File: src/acb_cfg.svh
// Constants for the conversion configuration byte decoder
// Overview of operation
// - Bit 7 of a received control byte is a type flag: one is a setup byte, zero is the configuration byte.
// - Bits 6 and 5 hold the two-bit scan pattern, reset to 00.
// - On the four-input variant the two upper channel-select bits are forced to zero internally.
// - Bit 0 selects pairing, 1 single-ended and 0 differential, reset to 1.
// - Single-ended codes 0 to 1011 connect input N positive against ground; 1100 to 1111 are reserved.
// - Differential even code 2k pairs 2k positive against 2k+1; the next odd code swaps polarity.
// - With the shared pin as reference, single-ended input 3 or 11 is ignored and scans end at 2 or 10.
// - With the shared pin as reference, code 2 or 10 converts that input against ground; code 3 or 11 swaps polarity.
// - A differential scan advances the channel index by two per conversion up to the select limit.
// - Each byte written after the write address is classified by its most significant bit.
// - The shared pin is a reference and leaves scans whenever the setup reference-select bit is 1.
// - After reset the block defaults to single-ended, unipolar, single-channel input 0, internal clock.
`ifndef ACB_CFG_SVH
`define ACB_CFG_SVH
`define ACB_TYPE_BIT      7
`define ACB_SCAN_HI       6
`define ACB_SCAN_LO       5
`define ACB_CS_HI         4
`define ACB_CS_LO         1
`define ACB_PAIR_BIT      0
`define ACB_SETUP_REF_BIT 5
`define ACB_SETUP_CLK_BIT 3
`define ACB_SETUP_BIP_BIT 2
`define ACB_SETUP_RST_BIT 1
`define ACB_SCAN_RST      2'h0
`define ACB_CS_RST        4'h0
`define ACB_PAIR_RST      1'h1
`define ACB_SETUP_RST     8'h82
`define ACB_CS_LAST       4'hB
`define ACB_GND_SEL       4'hF
`endif

File: src/acb_pkg.sv
// Types for the conversion configuration byte decoder
package acb_pkg;
   typedef enum logic [1:0] {
      ACB_IDLE = 2'b00,
      ACB_SCAN = 2'b01,
      ACB_DONE = 2'b10
   } acb_state_t;

   typedef struct packed {
      logic [1:0] sweep_pattern;
      logic [3:0] chan_pick;
      logic       input_pairing_sel;
      logic [7:0] setup;
   } acb_cfg_t;
endpackage

File: src/acb_pair_if.sv
// Input pair selection travelling between the decoder's scan stepper and the pair map
`timescale 1ns/10ps
interface acb_pair_if;
   logic [3:0] index;
   logic       valid;
   logic [3:0] pos;
   logic [3:0] neg;
   logic       pos_gnd;
   logic       neg_gnd;
   logic       dif;
   logic       ref_claim;
   modport step (output index, input valid, pos, neg, pos_gnd, neg_gnd);
   modport map  (input index, dif, ref_claim,
                 output valid, pos, neg, pos_gnd, neg_gnd);
endinterface

File: src/acb_pair_map.sv
// Maps a channel index and pairing mode onto a positive and negative input
`timescale 1ns/10ps
`include "acb_cfg.svh"
module acb_pair_map
   import acb_pkg::*;
#(
   parameter int NUM_INPUTS = 12   // 4 or 12 analog inputs
)(
   acb_pair_if.map p   // Pair lookup
);
   // Only the four-input and twelve-input variants are served
   if (NUM_INPUTS != 4 && NUM_INPUTS != 12) begin : g_bad_inputs
      $error("NUM_INPUTS must be 4 or 12");
   end

   // Highest input doubles as the shared reference pin
   localparam logic [3:0] REF_IDX = 4'(NUM_INPUTS - 1);

   // Lookup of the input pair for the index offered
   always_comb begin
      p.valid   = 1'b1;
      p.pos     = p.index;
      p.neg     = `ACB_GND_SEL;
      p.pos_gnd = 1'b0;
      p.neg_gnd = 1'b1;
      if (p.index > `ACB_CS_LAST) begin
         p.valid   = 1'b0;
         p.neg_gnd = 1'b0;
      end else if (!p.dif) begin
         // Shared pin claimed as reference cannot be converted alone
         if (p.ref_claim && p.index == REF_IDX)
            p.valid = 1'b0;
      end else begin
         p.neg_gnd = 1'b0;
         p.neg     = {p.index[3:1], ~p.index[0]};
         if (p.ref_claim && p.index[3:1] == REF_IDX[3:1]) begin
            // Shared pin is reference: ground stands in for the odd input
            if (p.index[0]) begin
               p.pos     = `ACB_GND_SEL;
               p.pos_gnd = 1'b1;
               p.neg     = {p.index[3:1], 1'b0};
            end else begin
               p.neg     = `ACB_GND_SEL;
               p.neg_gnd = 1'b1;
            end
         end
      end
   end
endmodule

File: src/acb_config_decoder.sv
// Configuration byte decoder with scan stepping toward the converter
`timescale 1ns/10ps
`include "acb_cfg.svh"
module acb_config_decoder
   import acb_pkg::*;
#(
   parameter int NUM_INPUTS = 12   // 4 or 12 analog inputs
)(
   input  wire logic       mclk,          // Clock
   input  wire logic       rst,           // Synchronous reset
   input  wire logic       byte_valid,    // Byte after write address
   input  wire logic [7:0] byte_data,     // Received byte
   input  wire logic       conv_start,    // Start a conversion sequence
   input  wire logic       conv_done,     // Current conversion finished
   output logic [1:0]      sweep_pattern, // Stored scan pattern
   output logic [3:0]      chan_pick,     // Effective channel select
   output logic            input_pairing_sel, // 1 single-ended
   output logic            ref_pin_claim, // Shared pin is reference
   output logic            bipolar,       // Bipolar coding
   output logic            ext_clock,     // External conversion clock
   output logic            conv_active,   // Conversion in progress
   output logic [3:0]      conv_pos,      // Positive input index
   output logic [3:0]      conv_neg,      // Negative input index
   output logic            conv_pos_gnd,  // Positive input is ground
   output logic            conv_neg_gnd,  // Negative input is ground
   output logic            conv_valid,    // Pair is meaningful
   output logic            scan_end       // Last channel of scan
);
   // Only the four-input and twelve-input variants are served
   if (NUM_INPUTS != 4 && NUM_INPUTS != 12) begin : g_bad_inputs
      $error("NUM_INPUTS must be 4 or 12");
   end

   // Highest input doubles as the shared reference pin
   localparam logic [3:0] REF_IDX = 4'(NUM_INPUTS - 1);

   typedef struct packed {
      acb_cfg_t   cfg;
      acb_state_t st;
      logic [3:0] idx;
      logic [3:0] lim;
      logic       last;
   } acb_reg_t;

   acb_reg_t   q_r;
   acb_reg_t   q_nxt;
   logic [3:0] cs_eff;
   logic [3:0] lim_c;
   logic [3:0] first_c;
   acb_pair_if pif ();

   acb_pair_map #(.NUM_INPUTS(NUM_INPUTS)) u_map (
      .p (pif.map)
   );

   // Forced upper select bits on the small variant
   assign cs_eff = (NUM_INPUTS == 4) ?
                   {2'b00, q_r.cfg.chan_pick[1:0]} : q_r.cfg.chan_pick;
   assign pif.dif       = ~q_r.cfg.input_pairing_sel;
   assign pif.ref_claim = q_r.cfg.setup[`ACB_SETUP_REF_BIT];
   assign pif.index     = q_r.idx;

   // Scan start and limit for the stored pattern
   always_comb begin
      first_c = 4'h0;
      lim_c   = cs_eff;
      if (cs_eff > `ACB_CS_LAST)
         lim_c = `ACB_CS_LAST;
      unique case (q_r.cfg.sweep_pattern)
         2'b00: first_c = 4'h0;
         2'b10: first_c = (NUM_INPUTS == 4) ? 4'h2 : 4'h6;
         default: begin
            first_c = cs_eff;
            lim_c   = cs_eff;
         end
      endcase
      if (lim_c < first_c)
         lim_c = first_c;
      // A single-ended scan over several channels stops short of the shared pin while it is a reference
      if (pif.ref_claim && !pif.dif && q_r.cfg.sweep_pattern[0] == 1'b0
          && lim_c == REF_IDX)
         lim_c = lim_c - 4'h1;
      // Differential scans walk even codes; a single odd code keeps its swap
      if (pif.dif && q_r.cfg.sweep_pattern[0] == 1'b0) begin
         first_c = {first_c[3:1], 1'b0};
         lim_c   = {lim_c[3:1], 1'b0};
      end
   end

   // Byte capture and scan sequencing
   always_comb begin
      q_nxt = q_r;
      if (byte_valid) begin
         if (!byte_data[`ACB_TYPE_BIT]) begin
            q_nxt.cfg.sweep_pattern =
               byte_data[`ACB_SCAN_HI:`ACB_SCAN_LO];
            q_nxt.cfg.chan_pick = byte_data[`ACB_CS_HI:`ACB_CS_LO];
            q_nxt.cfg.input_pairing_sel = byte_data[`ACB_PAIR_BIT];
         end else begin
            q_nxt.cfg.setup = byte_data;
            if (!byte_data[`ACB_SETUP_RST_BIT]) begin
               q_nxt.cfg.sweep_pattern     = `ACB_SCAN_RST;
               q_nxt.cfg.chan_pick         = `ACB_CS_RST;
               q_nxt.cfg.input_pairing_sel = `ACB_PAIR_RST;
            end
         end
      end
      unique case (q_r.st)
         ACB_IDLE: begin
            if (conv_start) begin
               q_nxt.st   = ACB_SCAN;
               q_nxt.idx  = first_c;
               q_nxt.lim  = lim_c;
               q_nxt.last = (first_c >= lim_c);
            end
         end
         ACB_SCAN: begin
            if (conv_done) begin
               if (q_r.last) begin
                  q_nxt.st = ACB_DONE;
               end else begin
                  // Differential scans step over the partner input
                  q_nxt.idx  = pif.dif ? q_r.idx + 4'h2 : q_r.idx + 4'h1;
                  q_nxt.last = ((pif.dif ? q_r.idx + 4'h2 : q_r.idx + 4'h1)
                                >= q_r.lim);
               end
            end
         end
         ACB_DONE: q_nxt.st = ACB_IDLE;
         default:  q_nxt.st = ACB_IDLE;
      endcase
      if (rst) begin
         q_nxt.cfg.sweep_pattern     = `ACB_SCAN_RST;
         q_nxt.cfg.chan_pick         = `ACB_CS_RST;
         q_nxt.cfg.input_pairing_sel = `ACB_PAIR_RST;
         q_nxt.cfg.setup             = `ACB_SETUP_RST;
         q_nxt.st   = ACB_IDLE;
         q_nxt.idx  = 4'h0;
         q_nxt.lim  = 4'h0;
         q_nxt.last = 1'b0;
      end
   end

   // State register
   always_ff @(posedge mclk) begin
      q_r <= q_nxt;
   end

   // Outputs
   assign sweep_pattern     = q_r.cfg.sweep_pattern;
   assign chan_pick         = cs_eff;
   assign input_pairing_sel = q_r.cfg.input_pairing_sel;
   assign ref_pin_claim     = pif.ref_claim;
   assign bipolar           = q_r.cfg.setup[`ACB_SETUP_BIP_BIT];
   assign ext_clock         = q_r.cfg.setup[`ACB_SETUP_CLK_BIT];
   assign conv_active       = (q_r.st == ACB_SCAN);
   assign conv_pos          = pif.pos;
   assign conv_neg          = pif.neg;
   assign conv_pos_gnd      = pif.pos_gnd;
   assign conv_neg_gnd      = pif.neg_gnd;
   assign conv_valid        = pif.valid & conv_active;
   assign scan_end          = conv_active & q_r.last;
endmodule

File: config.mk
export PLATFORM = sky130hd
export DESIGN_NAME = acb_config_decoder
export DESIGN_NICKNAME = d
export VERILOG_FILES = /design/src/acb_pkg.sv /design/src/acb_pair_if.sv /design/src/acb_pair_map.sv /design/src/acb_config_decoder.sv
export VERILOG_INCLUDE_DIRS = /design/src
export SDC_FILE = /design/constraint.sdc
export NUM_CORES = 1
export LEC_CHECK = 0
export CAP_MARGIN = 10
export CELL_PAD_IN_SITES_DETAIL_PLACEMENT = 1
export CELL_PAD_IN_SITES_GLOBAL_PLACEMENT = 1
export CORE_ASPECT_RATIO = 1.25
export CORE_MARGIN = 8
export CORE_UTILIZATION = 35
export CTS_BUF_LIST = sky130_fd_sc_hd__clkbuf_8
export CTS_CLUSTER_DIAMETER = 150
export DETAILED_ROUTE_END_ITERATION = 7
export DONT_BUFFER_PORTS = 1
export GPL_TIMING_DRIVEN = 0
export MAX_ROUTING_LAYER = met4
export PLACE_DENSITY = 0.71
export REMOVE_ABC_BUFFERS = 1
export SLEW_MARGIN = 30
export SYNTH_ARGS = -nofsm -noshare
export SYNTH_HDL_FRONTEND = slang
export SYNTH_SLANG_ARGS = --single-unit
File: constraint.sdc
create_clock -name mclk -period 6.66 [get_ports mclk]
set_input_delay 1.332 -clock mclk [delete_from_list [all_inputs] [get_ports mclk]]
set_output_delay 1.332 -clock mclk [all_outputs]
set_load 0.05 [all_outputs]
==> impl_metrics.yaml <==
power_and_ir_drop:
  peakVddDrop_v: 0.00006787
  leakagePower_nw: 0.6937
  fin_total_pwr_uw: 337.7
  p_per_area_nw_per_um2: 201.6
worst_hold_path:
  hold_class: "flop to flop"
  hold_start: "q_r[1]$_SDFFE_PP0P_"
  hold_depth: 2
clocking:
  postCtsHoldBufs: 0
  cts_tree: "built"
  ctsLongestPathBuffers: 2
  cts.clk_slew.worst_paths_ns: 0.08
  post_cts_buffers: 0
  cts_buffers: 3
  clockRootBuffer: "clkbuf_8"
  clock_latency_ns: 0.26
  cts_resized: 0
  clock_sinks: 21
  htree_levels: 1
floorplan:
  rows: 27
  die-area_um2: 7089
  io_pins: 36
  start_util_pct: 36.70
  dieHeight_um: 92.16
  core_um2: 4425
  chipWidth_um: 76.93
layout:
  fin_cells: 255
  n_antenna_cell: 0
  num-nets-final: 230
  drive_gt1_share_pct: 14.21
  areaGrowthSynthToFinish_pct: 3.159
  final_cell_mix: "nor2_1, dfxtp_1, nand2_1"
  fillers: 561
  layout_commonest_cell: "nor2_1"
sta:
  fin_tns_setup_ns: 0
  layout_min_cycle_time_ns: 4.538
  setup_viol: 0
  min_period_over_period_pct: 68.14
  tightest_slew_ns: 0.9200
  slew_headroom_pct: 38.59
  grt_setup_unrepaired: "false"
  clock_skew_ns: 0.004257
  timing.fmax_mhz: 220.4
  drv_slew: 0
  hold_violations: 0
logic_synthesis:
  netlist_area_um2: 1624
  async_reset_ff_share_pct: 0
  synthXorXnorAreaFrac_pct: 1.079
  synth_top_area_share_pct: 25.89
  synthAdderAreaFrac_pct: 14.64
  yosys.area.top_type: "dfxtp_1"
  synth_warnings: 0
  yosys.cell_types.count: 51
  ys_seq_elements: 21
  synth_edf_count: 0
  syn_inst: 207
  synthTopCellsByArea: "dfxtp_1, ha_1, a21oi_1, nor2_1, nand2_1"
  synthSimpleGateAreaFrac_pct: 22.27
  synth_flop_cell: "dfxtp_1"
  seq_area_frac_synth_pct: 25.89
  synth_mux_area_share_pct: 0
  synth_compound_area_share_pct: 26.73
  avgSynthCellArea_um2: 7.846
  synth_top_family_by_area: "compound AO/OA/AOI/OAI gates"
worst_setup_path:
  max_stage_delay_ns: 0.93
  cp.arrival_ns: 4.67
  crit_top_cell: "ha_1"
  cp.required_ns: 6.80
  path_buf_inv: 0
  critPathMaxFanout: 13
  critPathKind: "flop to flop"
  r2r_start: "sweep_pattern[0]$_SDFFE_PP0P_"
  cp_slowest_cell: "dfxtp_1"
  worstSetupEndpointType: "flop"
  reg2regPathDepth: 16
  critPathLaunchType: "flop"
  regToRegSetupSlack_ns: 2.12
  crit_start: "sweep_pattern[0]$_SDFFE_PP0P_"
  cp_cell_sequence: "and2b_4, a21o_2, ha_1, o211ai_2, and2_1, nor2_2, a21oi_1, ha_1, nand4_4, o31ai_1, nor2_1, ha_1, nand2b_1, a211o_1, o2111ai_1, a221oi_1"
  worst-path-stages: 16
  critical_path.top_delay_family: "compound AO/OA/AOI/OAI gates"
routing:
  drcViolationCount: 0
  final_antenna_net_count: 0
  wl_per_cell_um: 16.56
  dr.pass1.iters: 4
  via_per_inst: 5.376
  num_vias: 1371
  wirelength_mm: 4.223
  drt_iter0_drc: 45
grt:
  grt_pass1_wl_mm: 7.438
  antenna_found_initial: 0
  grt_pass1_vias: 1456
  use_met2_pct: 22.57
  gr-usage-met3_pct: 2.148
  grt_usage_pct: 12.86
  overflow: 0
  grt_max_degree: 16
  grt-busiest-layer: "met2"
  grt_use_met1_pct: 14.33
status:
  run_status: "finished, final reports clean"
placement:
  hpwl_mm: 3.437
  gp_congestion: 0.7945
  io_buffers: 0
  dp.cells: 251
run:
  drv_cap: 0
-- synth_stat cells, types with 2 or more instances --
library cell,instances
a211oi_1,2
a21o_1,2
a21oi_1,21
a22oi_1,5
buf_2,3
buf_4,7
clkbuf_1,2
dfxtp_1,21
ha_1,19
inv_1,16
nand2_1,20
nand2b_1,4
nand3_1,7
nor2_1,24
nor2_2,2
nor2b_1,2
nor3_1,5
o2111ai_1,2
o21ai_0,10
or2_2,2
-- flip-flops by register name, summed over array words and instances (netlist names) --
register and cells:
pif.index 4, q_r 7, chan_pick 4, ext_clock 1, input_pairing_sel 1, sweep_pattern 2
ref_pin_claim 1, bipolar 1
-- cell type report --
| type | count | area [µm²] | share of cell area, % |
|---|---|---|---|
| clock buffers | 3 | 41.29 | 2.465 |
| flip-flops and latches | 21 | 420.4 | 25.09 |
| well taps | 58 | 72.57 | 4.332 |
| clock inverters | 1 | 5.005 | 0.2987 |
| multi-input cells | 155 | 1072 | 64.00 |
| inverters | 17 | 63.81 | 3.809 |
-- cell families after synthesis --
family                   after synthesis
adder cells (fa/ha/maj)               19
buffers and inverters                 31
AO/OA/AOI/OAI                         61
XOR/XNOR                               2
AND/OR/NAND/NOR                       73
flip-flops                            21
-- final timing paths --
check	end
worst min register to register	q_r[1]$_SDFFE_PP0P_
worst max register to register	q_r[0]$_SDFFE_PP0P_
worst min-delay path	q_r[1]$_SDFFE_PP0P_
worst max-delay path	q_r[0]$_SDFFE_PP0P_
-- worst register-to-register path, stage by stage, from the launching register on --
cell	delay (ns)
dfxtp_1	0.93
and2b_4	0.32
a21o_2	0.25
ha_1	0.30
o211ai_2	0.20
and2_1	0.26
nor2_2	0.07
a21oi_1	0.17
ha_1	0.24
nand4_4	0.15
o31ai_1	0.44
nor2_1	0.09
ha_1	0.32
nand2b_1	0.16
a211o_1	0.29
o2111ai_1	0.11
a221oi_1	0.12
-- per-stage QoR --
stage	hold WS [ns]	setup WS (ns)	utilization, %	instance area, µm²
3_3_place_gp	0.4870	2.207	36.33	1608
6_report	0.4967	2.122	37.86	1675
3_5_place_dp	0.4917	2.171	36.64	1622
2_1_floorplan	0.4594	2.613	-	1535
5_1_grt	0.5203	1.830	37.86	1675
4_1_cts	0.5041	2.106	37.69	1668
-- report_power, final --
part	leakage (nW)	total [mW]	internal [mW]	switching (mW)
Sequential	0.172	0.162	0.134	0.0289
Combinational	0.496	0.0919	0.0313	0.0606
Clock	0.0255	0.0834	0.0417	0.0418
Total	0.694	0.338	0.207	0.131
-- layer usage --
layer  vias to the layer above  wire length [µm]
li1                        703                 -
met1                       647              1828
met2                        17              2209
met3                         4               130
met4                         0                55
met5                         -                 0
(Power assumes the default switching activity.)
